File: config.mk
export PLATFORM = sky130hd
export DESIGN_NAME = nsc_sysctl
export DESIGN_NICKNAME = d
export VERILOG_FILES = /design/src/design/nsc_counter.v /design/src/design/nsc_sysctl.v
export VERILOG_INCLUDE_DIRS = /design/src /design/src/design
export SDC_FILE = /design/constraint.sdc
export NUM_CORES = 1
export LEC_CHECK = 0
export ABC_AREA = 1
export BUFFER_PORTS_ARGS = -buffer_cell sky130_fd_sc_hd__clkbuf_2
export CORE_ASPECT_RATIO = 1.5
export CORE_MARGIN = 3
export CORE_UTILIZATION = 43
export DETAILED_ROUTE_END_ITERATION = 8
export SLEW_MARGIN = 20
export SYNTH_ARGS = -nofsm -noshare
export SYNTH_HDL_FRONTEND = slang
export SYNTH_HIERARCHICAL = 1
export SYNTH_SLANG_ARGS = --single-unit
File: constraint.sdc
create_clock -name core_clk -period 2.85 [get_ports core_clk]
set_input_delay 0.4275 -clock core_clk [delete_from_list [all_inputs] [get_ports core_clk]]
set_output_delay 0.4275 -clock core_clk [all_outputs]
set_load 0.02 [all_outputs]
File: src/design/nsc_defs.vh
// Constants for the NMI, SMI and system control port block.
// Assumes inclusion by bare name from every design file of the block.
`ifndef NSC_DEFS_VH
`define NSC_DEFS_VH

// I/O port addresses (byte wide decode)
`define NSC_PORT_CNT0      8'h40
`define NSC_PORT_CNT1      8'h41
`define NSC_PORT_CNT2      8'h42
`define NSC_PORT_TCTRL     8'h43
`define NSC_PORT_SYSCTL    8'h61
`define NSC_PORT_RTCIDX    8'h70

// System control port field positions
`define NSC_SC_GATE2       0
`define NSC_SC_SPKDATA     1
`define NSC_SC_PAR_DIS     2
`define NSC_SC_CHK_DIS     3
`define NSC_SC_REFRESH     4
`define NSC_SC_OUT2        5
`define NSC_SC_CHK_ST      6
`define NSC_SC_PAR_ST      7

// RTC index port field positions
`define NSC_RI_MASK        7
`define NSC_RI_IDX_W       7

// Reset values and the unmapped read value
`define NSC_SC_RESET       4'h0
`define NSC_MASK_RESET     1'b1
`define NSC_IDX_RESET      7'h00
`define NSC_UNMAPPED_READ  8'hFF

// Timer control word fields
`define NSC_TC_SEL_HI      7
`define NSC_TC_SEL_LO      6
`define NSC_TC_RW_HI       5
`define NSC_TC_RW_LO       4
`define NSC_TC_READBACK    2'b11
`define NSC_RW_LATCH       2'b00
`define NSC_RW_LSB         2'b01
`define NSC_RW_MSB         2'b10
`define NSC_RW_BOTH        2'b11
`define NSC_MODE0          3'h0
`define NSC_MODE2          3'h2
`define NSC_MODE3          3'h3

// Timer input clock derived from the core clock
`define NSC_CORE_CLK_HZ    125000000
`define NSC_TMR_CLK_HZ     1193000
`define NSC_TMR_DIV        (`NSC_CORE_CLK_HZ / `NSC_TMR_CLK_HZ)
`define NSC_DIV_W          7

`endif

File: src/design/nsc_counter.v
// One down counter of the three-counter interval timer.
// Assumes a one-cycle tick at the timer input rate and single-cycle
// write and read strobes from the enclosing port decoder.
`timescale 1ns/1ps
`include "nsc_defs.vh"

module nsc_counter (
    input  wire       core_clk,
    input  wire       reset,
    input  wire       tick,
    input  wire       gate,
    input  wire       ctrl_we,
    input  wire [5:0] ctrl_data,
    input  wire       wr_en,
    input  wire [7:0] wr_data,
    input  wire       rd_en,
    output wire [7:0] rd_data,
    output reg        out_r
);

    reg [15:0] count_r;
    reg [15:0] reload_r;
    reg [15:0] latch_r;
    reg        latched_r;
    reg [1:0]  rw_r;
    reg [2:0]  mode_r;
    reg        wr_hi_r;
    reg        rd_hi_r;
    reg        load_pend_r;

    wire [15:0] view = latched_r ? latch_r : count_r;
    wire        rd_sel_hi = (rw_r == `NSC_RW_MSB) || (rw_r == `NSC_RW_BOTH && rd_hi_r);

    // Byte selected by the access mode and the read flip-flop
    assign rd_data = rd_sel_hi ? view[15:8] : view[7:0];

    // Programming, counting and output shaping
    always @(posedge core_clk or posedge reset) begin
        if (reset) begin
            count_r     <= 16'h0000;
            reload_r    <= 16'h0000;
            latch_r     <= 16'h0000;
            latched_r   <= 1'b0;
            rw_r        <= `NSC_RW_BOTH;
            mode_r      <= `NSC_MODE0;
            wr_hi_r     <= 1'b0;
            rd_hi_r     <= 1'b0;
            load_pend_r <= 1'b0;
            out_r       <= 1'b0;
        end else begin
            if (ctrl_we) begin
                if (ctrl_data[5:4] == `NSC_RW_LATCH) begin
                    // Latch command freezes the view until fully read
                    if (!latched_r) begin
                        latch_r   <= count_r;
                        latched_r <= 1'b1;
                    end
                end else begin
                    rw_r        <= ctrl_data[5:4];
                    mode_r      <= ctrl_data[3:1];
                    wr_hi_r     <= 1'b0;
                    rd_hi_r     <= 1'b0;
                    load_pend_r <= 1'b0;
                    out_r       <= (ctrl_data[3:1] != `NSC_MODE0);
                end
            end else if (wr_en) begin
                case (rw_r)
                    `NSC_RW_LSB: begin
                        reload_r    <= {8'h00, wr_data};
                        load_pend_r <= 1'b1;
                    end
                    `NSC_RW_MSB: begin
                        reload_r    <= {wr_data, 8'h00};
                        load_pend_r <= 1'b1;
                    end
                    default: begin
                        // Low byte first; the count only loads after the high byte
                        if (wr_hi_r) begin
                            reload_r[15:8] <= wr_data;
                            load_pend_r    <= 1'b1;
                        end else begin
                            reload_r[7:0] <= wr_data;
                        end
                        wr_hi_r <= ~wr_hi_r;
                    end
                endcase
                if (mode_r == `NSC_MODE0) begin
                    out_r <= 1'b0;
                end
            end else if (tick) begin
                if (load_pend_r) begin
                    count_r     <= reload_r;
                    load_pend_r <= 1'b0;
                end else if (!gate) begin
                    // Gate low holds the count; rate modes idle high
                    if (mode_r != `NSC_MODE0) begin
                        out_r <= 1'b1;
                    end
                end else begin
                    case (mode_r)
                        `NSC_MODE2: begin
                            if (count_r == 16'h0002) begin
                                out_r   <= 1'b0;
                                count_r <= count_r - 16'h0001;
                            end else if (count_r == 16'h0001) begin
                                out_r   <= 1'b1;
                                count_r <= reload_r;
                            end else begin
                                count_r <= count_r - 16'h0001;
                            end
                        end
                        `NSC_MODE3: begin
                            // Steps of two; odd reloads drift half a tick
                            if (count_r == 16'h0002 || count_r == 16'h0001) begin
                                out_r   <= ~out_r;
                                count_r <= reload_r;
                            end else begin
                                count_r <= count_r - 16'h0002;
                            end
                        end
                        default: begin
                            if (count_r == 16'h0001) begin
                                out_r <= 1'b1;
                            end
                            count_r <= count_r - 16'h0001;
                        end
                    endcase
                end
            end
            // Read side byte pointer and latch release
            if (rd_en && !ctrl_we) begin
                if (rw_r == `NSC_RW_BOTH) begin
                    rd_hi_r <= ~rd_hi_r;
                    if (rd_hi_r) begin
                        latched_r <= 1'b0;
                    end
                end else begin
                    latched_r <= 1'b0;
                end
            end
        end
    end

endmodule

File: src/design/nsc_sysctl.v
// NMI and SMI generation, system control port and interval timer.
// Assumes a byte-wide I/O strobe interface synchronous to core_clk,
// with at most one of io_wr and io_rd high in a cycle.
`timescale 1ns/1ps
`include "nsc_defs.vh"

module nsc_sysctl (
    input  wire                    core_clk,
    input  wire                    reset,
    input  wire [7:0]              io_addr,
    input  wire                    io_wr,
    input  wire                    io_rd,
    input  wire [7:0]              io_wdata,
    output reg  [7:0]              io_rdata_r,
    input  wire                    iochk_n,
    input  wire                    pci_perr,
    input  wire                    pm_enable,
    input  wire                    inact_expired,
    input  wire                    kbd_lock_req,
    input  wire                    smi_done,
    output reg                     nmi_n_r,
    output reg                     smi_n_r,
    output reg                     irq0_r,
    output reg                     refresh_req_r,
    output reg                     speaker_r,
    output reg  [`NSC_RI_IDX_W-1:0] rtc_index_r
);

    // Port decode used for both read and write steering
    function is_port;
        input [7:0] addr;
        input [7:0] port;
        begin
            is_port = (addr == port);
        end
    endfunction

    reg [`NSC_DIV_W-1:0] div_r;
    reg                  tick_r;
    reg [3:0]            sc_ctl_r;
    reg                  nmi_mask_r;
    reg                  par_st_r;
    reg                  refresh_tgl_r;
    reg                  out1_d_r;
    reg                  smi_pend_r;

    wire [2:0] cnt_out;
    wire [7:0] cnt_rd [0:2];
    wire [2:0] cnt_gate;
    wire       chk_st;
    wire       nmi_req;
    wire       smi_set;
    wire       tctrl_wr;

    // Timer input tick from the core clock; integer divide trades a small
    // rate error for a plain counter
    always @(posedge core_clk or posedge reset) begin
        if (reset) begin
            div_r  <= {`NSC_DIV_W{1'b0}};
            tick_r <= 1'b0;
        end else if (div_r == `NSC_TMR_DIV - 1) begin
            div_r  <= {`NSC_DIV_W{1'b0}};
            tick_r <= 1'b1;
        end else begin
            div_r  <= div_r + {{(`NSC_DIV_W-1){1'b0}}, 1'b1};
            tick_r <= 1'b0;
        end
    end

    // fixed gating
    // Counters 0 and 1 always run; counter 2 follows the port gate
    // counter 2 gate
    assign cnt_gate = {sc_ctl_r[`NSC_SC_GATE2], 1'b1, 1'b1};
    assign tctrl_wr = io_wr && is_port(io_addr, `NSC_PORT_TCTRL);

    genvar gi;
    generate
        for (gi = 0; gi < 3; gi = gi + 1) begin : g_cnt
            nsc_counter u_cnt (
                .core_clk  (core_clk),
                .reset     (reset),
                .tick      (tick_r),
                .gate      (cnt_gate[gi]),
                .ctrl_we   (tctrl_wr &&
                            io_wdata[`NSC_TC_SEL_HI:`NSC_TC_SEL_LO] == gi[1:0] &&
                            io_wdata[`NSC_TC_SEL_HI:`NSC_TC_SEL_LO] != `NSC_TC_READBACK),
                .ctrl_data (io_wdata[5:0]),
                .wr_en     (io_wr && is_port(io_addr, `NSC_PORT_CNT0 + gi[7:0])),
                .wr_data   (io_wdata),
                .rd_en     (io_rd && is_port(io_addr, `NSC_PORT_CNT0 + gi[7:0])),
                .rd_data   (cnt_rd[gi]),
                .out_r     (cnt_out[gi])
            );
        end
    endgenerate

    // channel check status
    // Level status, forced low while the source is disabled
    assign chk_st = ~iochk_n & ~sc_ctl_r[`NSC_SC_CHK_DIS];

    // Control bits, global mask and RTC index writes
    always @(posedge core_clk or posedge reset) begin
        if (reset) begin
            sc_ctl_r    <= `NSC_SC_RESET;
            nmi_mask_r  <= `NSC_MASK_RESET;
            rtc_index_r <= `NSC_IDX_RESET;
        end else if (io_wr) begin
            if (is_port(io_addr, `NSC_PORT_SYSCTL)) begin
                sc_ctl_r <= io_wdata[3:0];
            end
            if (is_port(io_addr, `NSC_PORT_RTCIDX)) begin
                nmi_mask_r  <= io_wdata[`NSC_RI_MASK];
                rtc_index_r <= io_wdata[`NSC_RI_IDX_W-1:0];
            end
        end
    end

    // parity status cleared
    // Disable bit holds the status clear; it wins over a new error since
    // a disabled source must not be remembered across re-enable
    // parity error capture
    always @(posedge core_clk or posedge reset) begin
        if (reset) begin
            par_st_r <= 1'b0;
        end else if (sc_ctl_r[`NSC_SC_PAR_DIS]) begin
            par_st_r <= 1'b0;
        end else if (pci_perr) begin
            par_st_r <= 1'b1;
        end
    end

    // refresh toggle
    // Each rising edge of counter 1 is one refresh request
    always @(posedge core_clk or posedge reset) begin
        if (reset) begin
            out1_d_r      <= 1'b0;
            refresh_tgl_r <= 1'b0;
            refresh_req_r <= 1'b0;
        end else begin
            out1_d_r      <= cnt_out[1];
            refresh_req_r <= cnt_out[1] & ~out1_d_r;
            if (cnt_out[1] & ~out1_d_r) begin
                refresh_tgl_r <= ~refresh_tgl_r;
            end
        end
    end

    assign smi_set = (pm_enable & inact_expired) | kbd_lock_req;

    // SMI pending until the handler signals completion; a new cause in
    // the completion cycle keeps it pending
    always @(posedge core_clk or posedge reset) begin
        if (reset) begin
            smi_pend_r <= 1'b0;
        end else if (smi_set) begin
            smi_pend_r <= 1'b1;
        end else if (smi_done) begin
            smi_pend_r <= 1'b0;
        end
    end

    assign nmi_req = (par_st_r | chk_st) & ~nmi_mask_r;

    // Interrupt and timer outputs, all registered
    always @(posedge core_clk or posedge reset) begin
        if (reset) begin
            nmi_n_r   <= 1'b1;
            smi_n_r   <= 1'b1;
            irq0_r    <= 1'b0;
            speaker_r <= 1'b0;
        end else begin
            nmi_n_r   <= ~(nmi_req & ~smi_pend_r & ~smi_set);
            smi_n_r   <= ~(smi_pend_r | smi_set);
            irq0_r    <= cnt_out[0];
            speaker_r <= cnt_out[2] & sc_ctl_r[`NSC_SC_SPKDATA];
        end
    end

    // Read data, registered one cycle after the strobe; write-only and
    // unmapped ports float high as on an idle data bus
    always @(posedge core_clk or posedge reset) begin
        if (reset) begin
            io_rdata_r <= 8'h00;
        end else if (io_rd) begin
            case (io_addr)
                `NSC_PORT_CNT0: io_rdata_r <= cnt_rd[0];
                `NSC_PORT_CNT1: io_rdata_r <= cnt_rd[1];
                `NSC_PORT_CNT2: io_rdata_r <= cnt_rd[2];
                `NSC_PORT_SYSCTL: begin
                    io_rdata_r <= {par_st_r, chk_st, cnt_out[2], refresh_tgl_r, sc_ctl_r};
                end
                default: io_rdata_r <= `NSC_UNMAPPED_READ;
            endcase
        end
    end

endmodule

==> After elaboration in Yosys (flattened, before gate mapping) <==
Index checks and enable logic that the tools add are counted.
{ "word_totals": {"wordCells": 337, "memories": 0, "reg_bits": 211, "latchBits": 0, "mem_bits_ro": 0, "ram_bits": 0} }
{ "classes": {"muxes": 118, "n_eq_ne": 52, "n_lt_le_gt_ge": 0, "n_shift": 0, "multipliers": 0, "n_div": 0, "n_reduce_logical": 77, "add_sub_neg": 7, "bitwise": 35} }
{ "ops": {"columns": ["operator", "count"], "rows": [
  ["two-way mux 16 bit", 16],
  ["one-hot mux 16 bit (2 select lines)", 6],
  ["two-way mux 1 bit", 82],
  ["two-way mux 8 bit", 9],
  ["equality test 16 x 1 -> 1 bit, second input constant", 3],
  ["equality test 16 x 2 -> 1 bit, second input constant", 3],
  ["equality test 8 x 7 -> 1 bit, second input constant", 6],
  ["subtractor 16 x 1 -> 16 bit, second input constant", 3],
  ["subtractor 16 x 2 -> 16 bit, second input constant", 3],
  ["AND reduction 3 bit", 14],
  ["one-hot mux 8 bit (4 select lines)", 1],
  ["inverter 1 bit", 25],
  ["nonzero test 3 bit", 8],
  ["logical AND 1 bit", 19],
  ["equality test 3 x 2 -> 1 bit, second input constant", 6],
  ["AND reduction 2 bit", 8],
  ["equality test 2 bit, second input constant", 7],
  ["!= test 4 x 3 -> 1 bit, second input constant", 3],
  ["nonzero test 2 bit", 6],
  ["AND reduction 5 bit", 2],
  ["zero test 3 bit", 3],
  ["!= test 3 x 1 -> 1 bit, second input constant", 3],
  ["!= test 3 x 2 -> 1 bit, second input constant", 3],
  ["!= test 3 bit, second input constant", 3],
  ["18 further kinds", 47]
]} }

==> Depth between registers and ports, before layout <==
Gate-level depths: netlist (run 1).
{ "logic_depth": {"ltp_word": 9, "depth_mapped": 14} }

==> Hierarchy <==
The synthesis (run 1) kept the hierarchy.
{ "modules_own_cells": {"columns": ["module", "n_inst", "area_each_um2", "cells_per_inst"], "rows": [
  ["nsc_counter (g_cnt[0].u_cnt ...)", 2, 4077.7, 625],
  ["nsc_counter (g_cnt[2].u_cnt)", 1, 4147.7, 636],
  ["nsc_sysctl", 1, 1953.1, 231]
]} }

==> Worst setup path before layout (run 1) <==
OpenSTA, ideal clock, no wires.
{ "synth_timing": {"path_kind": "input to register", "start": "input io_addr[7]", "end": "register g_cnt[0].u_cnt.count_r[1]", "required_ns": 2.733, "cell_stages": 14, "path_slack_ns": 0.583, "path_buffers": 2, "arrival_ns": 2.151, "setup_ns": 0.117, "path_cell_list": "inv_2 nand2_4 nor2_8 buf_4 nand3_1 nor3_1 nor2_1 inv_1 nor3_2 inv_2 clkbuf_1 a21oi_1 nand2_1 nand2_1"} }
{ "synth_via": {"elab_chain_len": 6, "word_cells_on_any_way": 9, "classes_between": "eq/ne (2); bitwise (2); reduce/logical (5)"} }
{ "synth_rtl": {"columns": ["element", "line_no", "text"], "rows": [
  ["start, declared", "nsc_sysctl.v:10", "input wire [7:0] io_addr,"],
  ["equality test 8 x 7 -> 1 bit", "nsc_sysctl.v:34", "is_port = (addr == port);"],
  ["logical AND 1 bit", "nsc_sysctl.v:74", "assign tctrl_wr = io_wr && is_port(io_addr, `NSC_PORT_TCTRL);"],
  ["logical AND 1 bit", "nsc_sysctl.v:84", ".ctrl_we (tctrl_wr &&"],
  ["logical AND 1 bit (no line)", null, null],
  ["inverter 1 bit (no line)", null, null],
  ["AND reduction 3 bit (no line) (*)", null, null],
  ["end signal, assigned", "nsc_counter.v:116", "count_r <= reload_r;"],
  ["end signal, assigned", "nsc_counter.v:118", "count_r <= count_r - 16'h0002;"],
  ["end signal, assigned", "nsc_counter.v:125", "count_r <= count_r - 16'h0001;"],
  ["end, declared", "nsc_counter.v:21", "reg [15:0] count_r;"]
]} }
Every way passes the cells marked *; elsewhere a longest branch is shown, timed or not.
A chain may end at the register's enable or synchronous reset.

==> Worst setup path in the final report (run 1) <==
{ "layout_timing": {"start": "register g_cnt[1].u_cnt.count_r[1]", "end": "register g_cnt[1].u_cnt.count_r[11]"} }
{ "layout_via": {"elab_chain_len": 5, "word_cells_on_any_way": 10, "classes_between": "add/sub (2); eq/ne (2); mux (5); reduce/logical (1)"} }
{ "layout_rtl": {"columns": ["element", "line_no", "text"], "rows": [
  ["start, declared", "nsc_counter.v:21", null],
  ["start signal, assigned", "nsc_counter.v:92", "count_r <= reload_r;"],
  ["start signal, assigned", "nsc_counter.v:104", "count_r <= count_r - 16'h0001;"],
  ["start signal, assigned", "nsc_counter.v:107", "count_r <= reload_r;"],
  ["subtractor 16 x 1 -> 16 bit (tied with other cells)", "nsc_counter.v:104, nsc_counter.v:109, nsc_counter.v:125", null],
  ["two-way mux 16 bit or logical OR 1 bit (tied branches)", "nsc_counter.v:105, nsc_counter.v:114", null],
  ["two-way mux 16 bit, on equally long branches", "nsc_counter.v:102, nsc_counter.v:114", null],
  ["one-hot mux 16 bit (2 select lines) (*)", "nsc_counter.v:100", "case (mode_r)"],
  ["two-way mux 16 bit (*)", "nsc_counter.v:91", "if (load_pend_r) begin"]
]} }
Marked as above.

==> results of run 1 <==
-- worst max-delay path, delay by kind of cell (launching register included) --
kind | cells | cell delay, ns
fa+ha+maj | 1 | 0.22
buf+inv | 2 | 0.52
flops | 1 | 0.41
simple gates | 7 | 1.00
-- cell usage in the layout (no fill, tap or decap), types with 14 or more instances in the layout --
cell type  synthesis  layout
buf_4              2      39
ha_1              25      25
o21ai_1           16      16
nand4_1           24      24
a21oi_1           71      71
clkbuf_16          0      23
nand3_1          228     228
o21ai_0          173     173
nand2_1          700     700
nand2_2           29      29
nor2_2            17      17
nor2_4            14      14
clkbuf_2           0      45
dfrtp_1          202     202
inv_1            234     231
xor2_1            25      25
nor2_1           190     190
-- flip-flops by register name, summed over array words and instances, names as in the netlist, 3 cells and up --
| register | cells |
|---|---|
| g_cnt.u_cnt/rw_r | 6 |
| rtc_index_r | 7 |
| div_r | 7 |
| g_cnt.u_cnt/rd_hi_r | 3 |
| g_cnt.u_cnt/wr_hi_r | 3 |
| g_cnt.u_cnt/latch_r | 48 |
| g_cnt.u_cnt/reload_r | 48 |
| g_cnt.u_cnt/mode_r | 9 |
| g_cnt.u_cnt/out_r | 3 |
| g_cnt.u_cnt/latched_r | 3 |
| sc_ctl_r | 4 |
| g_cnt.u_cnt/count_r | 48 |
| io_rdata_r | 8 |
| g_cnt.u_cnt/load_pend_r | 3 |
-- kinds of logic after synthesis --
logic type               synth area share [%]
AND/OR/NAND/NOR                          38.5
buffers and inverters                    8.46
AO/OA/AOI/OAI                            10.9
flip-flops                               37.1
XOR/XNOR                                 1.90
adder cells (fa/ha/maj)                  2.19
multiplexers                            0.948
other                                  0.0263
-- routing by layer --
metal	up-vias	GRT usage [%]	share of wire (%)
li1	6864	-	-
met2	341	44.4	50
met5	-	0	0
met3	116	2.59	4.1
met4	0	13.0	5.7
met1	6444	29.9	40
-- worst paths after layout --
check | end | slack, ns | from
worst min-delay path | smi_pend_r | 0.06 | smi_done
worst min register to register | smi_n_r | 0.39 | smi_pend_r
max in group asynchronous | g_cnt[0].u_cnt/latch_r[11] | 1.60 | reset
worst max register to register | g_cnt[1].u_cnt/count_r[11] | 0.60 | g_cnt[1].u_cnt/count_r[1]
min in group asynchronous | g_cnt[1].u_cnt/latched_r | 0.43 | reset
worst max-delay path | g_cnt[1].u_cnt/count_r[11] | 0.60 | g_cnt[1].u_cnt/count_r[1]
-- power by group through the flow --
stage	Clock, mW	Sequential, mW	Combinational, mW
after floorplan	0	3.18	0.447
after global placement	0	3.19	0.696
after detailed placement	0	3.19	0.700
after CTS	3.36	3.14	0.706
after global routing	3.46	3.14	0.783
final	3.27	3.14	0.703
-- through the flow --
| step | hold slack [ns] | area, um2 | setup WS, ns | util, % | power, mW |
|---|---|---|---|---|---|
| after floorplan | 0.363 | 14300 | 0.583 | - | 3.63 |
| after global routing | 0.0699 | 15900 | 0.431 | 48.6 | 7.39 |
| final | 0.0612 | 15900 | 0.603 | 48.6 | 7.11 |
| after detailed placement | 0.380 | 15000 | 0.347 | 46.1 | 3.89 |
| after CTS | 0.0391 | 15900 | 0.622 | 48.6 | 7.20 |
| after global placement | 0.375 | 15000 | 0.348 | 46.1 | 3.89 |
-- final cells by class --
| type | count | area, um2 |
|---|---|---|
| fill | 3391 | 16800 |
| multi-input combinational | 1611 | 7780 |
| sequential | 211 | 5290 |
| inverter | 243 | 912 |
| clock buffer | 32 | 649 |
| timing repair buffer | 86 | 548 |
| tap | 415 | 519 |
| clock inverter | 10 | 163 |
==> flow_metrics.env, run 1 <==
export IMPL_netlist_area_um2=14300
export IMPL_grtUsageTotal_pct=25.1
export IMPL_rsz0062_at_grt="false"
export IMPL_endpoint_kind="register"
export IMPL_die_h_um=229
export IMPL_async_reset_ff_share_pct=100
export IMPL_leakage_nw=8.30
export IMPL_clk_pin_slew_ns=0.07
export IMPL_power_share_switching_pct=26.4
export IMPL_crit_type="reg2reg"
export IMPL_finalSetupTns_ns=0
export IMPL_instances_no_fill=2608
export IMPL_p_switching_mw=1.88
export IMPL_irDropWorstVdd_mv=0.464
export IMPL_hold_violations=0
export IMPL_intPower_mw=5.23
export IMPL_cts_buffer_depth=3
export IMPL_ios=46
export IMPL_worst_ep_required_time_ns=3.27
export IMPL_viasPerCell=5.28
export IMPL_hp_class="in2reg"
export IMPL_setup_viol=0
export IMPL_clock_sinks=211
export IMPL_ys_types=41
export IMPL_die_w_um=155
export IMPL_antenna_left=0
export IMPL_ys_ff_latch=211
export IMPL_seqPwrFrac_pct=44.1
export IMPL_num_vias=13800
export IMPL_synth_top_cell_area_share_pct=35.5
export IMPL_hold_depth=2
export IMPL_synth_most_common_cell="nand2_1"
export IMPL_die_area_um2=35400
export IMPL_yosysSeqAreaShare_pct=37.1
export IMPL_yosys_warnings=6
export IMPL_yosysTopAreaCell="dfrtp_1"
export IMPL_cts_hold_buf=1
export IMPL_antenna_cells=0
export IMPL_power_density_nw_per_um2=448
export IMPL_grt_pass1_vias=13200
export IMPL_max_slew_worst_pin_slew_ns=0.914
export IMPL_overflow=0
export IMPL_antenna_found_initial=0
export IMPL_cts_inserted_buffers=23
export IMPL_cp_slowest_cell="dfrtp_1"
export IMPL_root_buffer="clkbuf_16"
export IMPL_syn_avg_cell_area_um2=6.73
export IMPL_cts_tree="built"
export IMPL_cap_violations=0
export IMPL_synth_flop_cell="dfrtp_1"
export IMPL_grt_first_pass_wirelength_mm=71.6
export IMPL_nNetsFinal=2227
export IMPL_post_dp_hpwl_mm=33.4
export IMPL_p_comb_share_pct=9.9
export IMPL_gp_congestion=0.962
export IMPL_critPathMaxStageDelay_ns=0.41
export IMPL_drive_above_1_share_pct=11.2
export IMPL_crit_chain="inv_1 -> ha_1 -> nand2_2 -> nor2_4 -> nand4_1 -> buf_4 -> nand4_1 -> nand3_1 -> nand2_1 -> nand2_1"
export IMPL_synthTopCellsByArea="dfrtp_1 35%, nand2_1 18%, nand3_1 8.0%, inv_1 6.2%, o21ai_0 6.1%"
export IMPL_routed_wl_mm=45.2
export IMPL_postCtsSetupBuffers=0
export IMPL_areaGrowthSynthToFinish_pct=11.3
export IMPL_htree_levels=1
export IMPL_reg2reg_depth=10
export IMPL_clkLatencyLatePin_ns=0.54
export IMPL_slew_viol_final=0
export IMPL_p_clk_share_pct=46.0
export IMPL_slew_headroom_pct=39.1
export IMPL_drt_iter0_drc=903
export IMPL_dr_pass1_iters=6
export IMPL_design_core_area_um2=32600
export IMPL_clock_fmax_mhz=445
export IMPL_synthCells=2117
export IMPL_post_route_min_period_ns=2.25
export IMPL_grt_max_degree=59
export IMPL_cp_start_kind="register"
export IMPL_crit_fanout=7
export IMPL_netlist_top_cells_count="700 x nand2_1, 234 x inv_1, 228 x nand3_1"
export IMPL_outcome="complete, no violations"
export IMPL_synth_edff_count=0
export IMPL_routedWlPerCell_um=17.3
export IMPL_dp_cells=2565
export IMPL_period_share_pct=78.8
export IMPL_fin_skew_ns=0.0277
export IMPL_io_buffer_count=45
export IMPL_route_detailed_drc=0
export IMPL_start_util_pct=43.7
export IMPL_cts_resized=0
export IMPL_arrival_ns=2.66
export IMPL_rows=81
(Power assumes the default switching activity.)
==> run 2: changes to the inputs <==
--- a/config.mk
+++ b/config.mk
@@ -6,7 +6,7 @@
 export SDC_FILE = /design/constraint.sdc
 export NUM_CORES = 1
 export LEC_CHECK = 0
-export ABC_AREA = 1
+export ABC_AREA = 0
 export BUFFER_PORTS_ARGS = -buffer_cell sky130_fd_sc_hd__clkbuf_2
 export CORE_ASPECT_RATIO = 1.5
 export CORE_MARGIN = 3
==> constraint.sdc (replaced) <==
create_clock -name core_clk -period 2.3 [get_ports core_clk]
set_input_delay 0.345 -clock core_clk [delete_from_list [all_inputs] [get_ports core_clk]]
set_output_delay 0.345 -clock core_clk [all_outputs]
set_load 0.02 [all_outputs]
==> run 2 against run 1 <==
The flow now finishes with violations (setup timing). Non-clock buffer count is 195 higher. Clock skew is 0.0014 ns lower. First-iteration DRC count is 2.4% lower. Via count is 15% lower. Critical path depth is 1 lower. Utilization is 8.6 points higher. Global-route usage is 2.0 points higher. Final cell count is 24% lower. Critical path type unchanged. Critical endpoint is now g_cnt[2].u_cnt/count_r[2].
==> flow_metrics.env, run 2 <==
export IMPL_worst_ep_required_time_ns=2.72
export IMPL_yosysTopAreaCell="dfrtp_1"
export IMPL_clkLatencyLatePin_ns=0.54
export IMPL_endpoint_kind="register"
export IMPL_p_total_mw=8.58
export IMPL_clock_sinks=211
export IMPL_cp_start_kind="register"
export IMPL_hold_violations=0
export IMPL_antenna_cells=0
export IMPL_routedWlPerCell_um=22.1
export IMPL_route_detailed_drc=0
export IMPL_netlist_top_cells_count="202 x dfrtp_1, 138 x nand2_1, 88 x nand3_1, 88 x o21ai_0, 76 x nor2_1"
export IMPL_num_vias=11700
export IMPL_mostFrequentLayoutCells="208 x buf_4, 202 x dfrtp_1, 134 x nand2_1, 87 x nand3_1, 82 x o21ai_0"
export IMPL_synth_edff_count=0
export IMPL_grt_max_degree=41
export IMPL_synthTopCellsByArea="dfrtp_1 40%, mux2_2 5.7%, mux4_2 4.2%, nand2_1 4.1%, nand3_1 3.5%"
export IMPL_pre_cts_slack_ns=-0.652
export IMPL_crit_type="reg2reg"
export IMPL_clk_pin_slew_ns=0.07
export IMPL_yosysSeqAreaShare_pct=41.5
export IMPL_htree_levels=1
export IMPL_ys_types=82
export IMPL_irDropWorstVdd_mv=0.429
export IMPL_max_slew_worst_pin_slew_ns=0.623
export IMPL_cts_buffer_depth=3
export IMPL_outcome="finished with violations"
export IMPL_ys_ff_latch=211
export IMPL_crit_fanout=3
export IMPL_drive_above_1_share_pct=33.1
export IMPL_drt_iter0_drc=881
export IMPL_reg_largest_list="g_cnt.u_cnt/count_r x48, g_cnt.u_cnt/latch_r x48, g_cnt.u_cnt/reload_r x48"
export IMPL_design_core_area_um2=29000
export IMPL_post_route_min_period_ns=2.36
export IMPL_synthCells=1343
export IMPL_areaGrowthSynthToFinish_pct=30.1
export IMPL_cts_tree="built"
export IMPL_grtUsageTotal_pct=27.2
export IMPL_cap_violations=0
export IMPL_power_density_nw_per_um2=517
export IMPL_slew_headroom_pct=58.4
export IMPL_async_reset_ff_share_pct=100
export IMPL_period_share_pct=103
export IMPL_rows=76
export IMPL_start_util_pct=44.0
export IMPL_fin_skew_ns=0.0263
export IMPL_synth_flop_cell="dfrtp_1"
export IMPL_ios=46
export IMPL_io_buffer_count=45
export IMPL_rsz0062_at_grt="true"
export IMPL_arrival_ns=2.79
export IMPL_synth_most_common_cell="dfrtp_1"
export IMPL_die_w_um=147
export IMPL_setup_viol=2
export IMPL_grt_first_pass_wirelength_mm=68.1
export IMPL_failed_checks="setup timing"
export IMPL_finish_utilization_pct=57.2
export IMPL_worst_slack_ns=-0.0646
export IMPL_leakage_nw=7.54
export IMPL_dr_pass1_iters=5
export IMPL_fillCellCount=2569
export IMPL_root_buffer="clkbuf_16"
export IMPL_hp_class="in2reg"
export IMPL_netlist_area_um2=12800
export IMPL_final_common_cell="buf_4"
export IMPL_slew_viol_final=0
export IMPL_cts_inserted_buffers=23
export IMPL_whs_ns=0.0171
export IMPL_yosys_warnings=6
export IMPL_die_h_um=217
export IMPL_antenna_left=0
export IMPL_nNetsFinal=1627
export IMPL_die_area_um2=31800
export IMPL_gp_congestion=0.948
export IMPL_overflow=0
export IMPL_syn_avg_cell_area_um2=9.50
export IMPL_antenna_found_initial=0
export IMPL_clock_fmax_mhz=423
export IMPL_routed_wl_mm=43.8
export IMPL_post_dp_hpwl_mm=32.8
export IMPL_synth_top_cell_area_share_pct=39.6
export IMPL_viasPerCell=5.90
export IMPL_grt_pass1_vias=11700
==> run 2: critical path: stages (launching register included) <==
cell      delay (ns)
dfrtp_1         0.42
inv_2           0.09
ha_4            0.14
inv_2           0.04
or4b_4          0.53
or3_4           0.43
buf_6           0.13
a211oi_2        0.22
nor4_2          0.08
o21ai_1         0.19
==> run 2: stage by stage <==
step | setup TNS [ns] | std cells | instance area (um2)
global route | -1.15 | 1983 | 16600
finish | -0.0699 | 1983 | 16600
detailed placement | -74.25 | 1923 | 15200
CTS | -0.480 | 1973 | 16300
global placement | -71.67 | 1923 | 15200
floorplan | -33.29 | 1354 | 13300
==> run 2: kinds of logic (layout without fill, tap and decap cells) <==
logic type,after synthesis,after routing,synth area share (%)
xor gates and xnor gates,30,30,2.06
buffers and inverters,147,386,5.04
DFF,211,211,41.5
muxes,104,104,11.2
AOI/OAI and AO/OA,320,320,16.5
other,1,12,0.0294
and+or+nand+nor,505,505,21.3
adders and majority gates,25,25,2.45
==> run 2: cell type report <==
class	count	area [um2]	share of cell area, %
Multi-Input combinational cell	996	7450	44.9
Sequential cell	211	5290	31.9
Timing Repair Buffer	281	2260	13.6
Clock buffer	28	624	3.76
Tap cell	390	488	2.94
Clock inverter	14	243	1.46
Inverter	63	239	1.44
==> run 2: routing by layer <==
layer | share of wire [%] | GRT usage [%]
met3 | 4.1 | 2.56
met1 | 37 | 31.6
met5 | 0 | 0
met4 | 6.3 | 14.7
met2 | 52 | 49.0
==> run 2: path summary, 6_finish.rpt <==
check / from / to / slack (ns) / cells after the start
min in group asynchronous: reset / g_cnt[2].u_cnt/latch_r[5] / 0.43 / 3
max in group asynchronous: reset / g_cnt[1].u_cnt/rw_r[1] / 1.11 / 4
setup reg to reg: g_cnt[2].u_cnt/count_r[1] / g_cnt[2].u_cnt/count_r[2] / -0.06 / 9
setup / recovery: g_cnt[2].u_cnt/count_r[1] / g_cnt[2].u_cnt/count_r[2] / -0.06 / 9
hold reg to reg: out1_d_r / refresh_req_r / 0.42 / 1
hold / removal: kbd_lock_req / smi_pend_r / 0.02 / 3
==> run 2: what timing repair did <==
action,4_1_cts,5_1_grt
setup endpoints to repair,64,105
setup buffers,6,8
resized for setup,15,57
cloned,0,2
hold buffers,2,0
pin swaps,7,20
endpoints found under the hold margin,72,0
==> run 2: power by group <==
part / internal (mW) / total, mW / switching [mW] / leakage [nW]
logic: 0.165 / 0.484 / 0.319 / 4.44
clock network: 2.63 / 4.25 / 1.63 / 0.414
registers: 3.79 / 3.84 / 0.0540 / 2.68
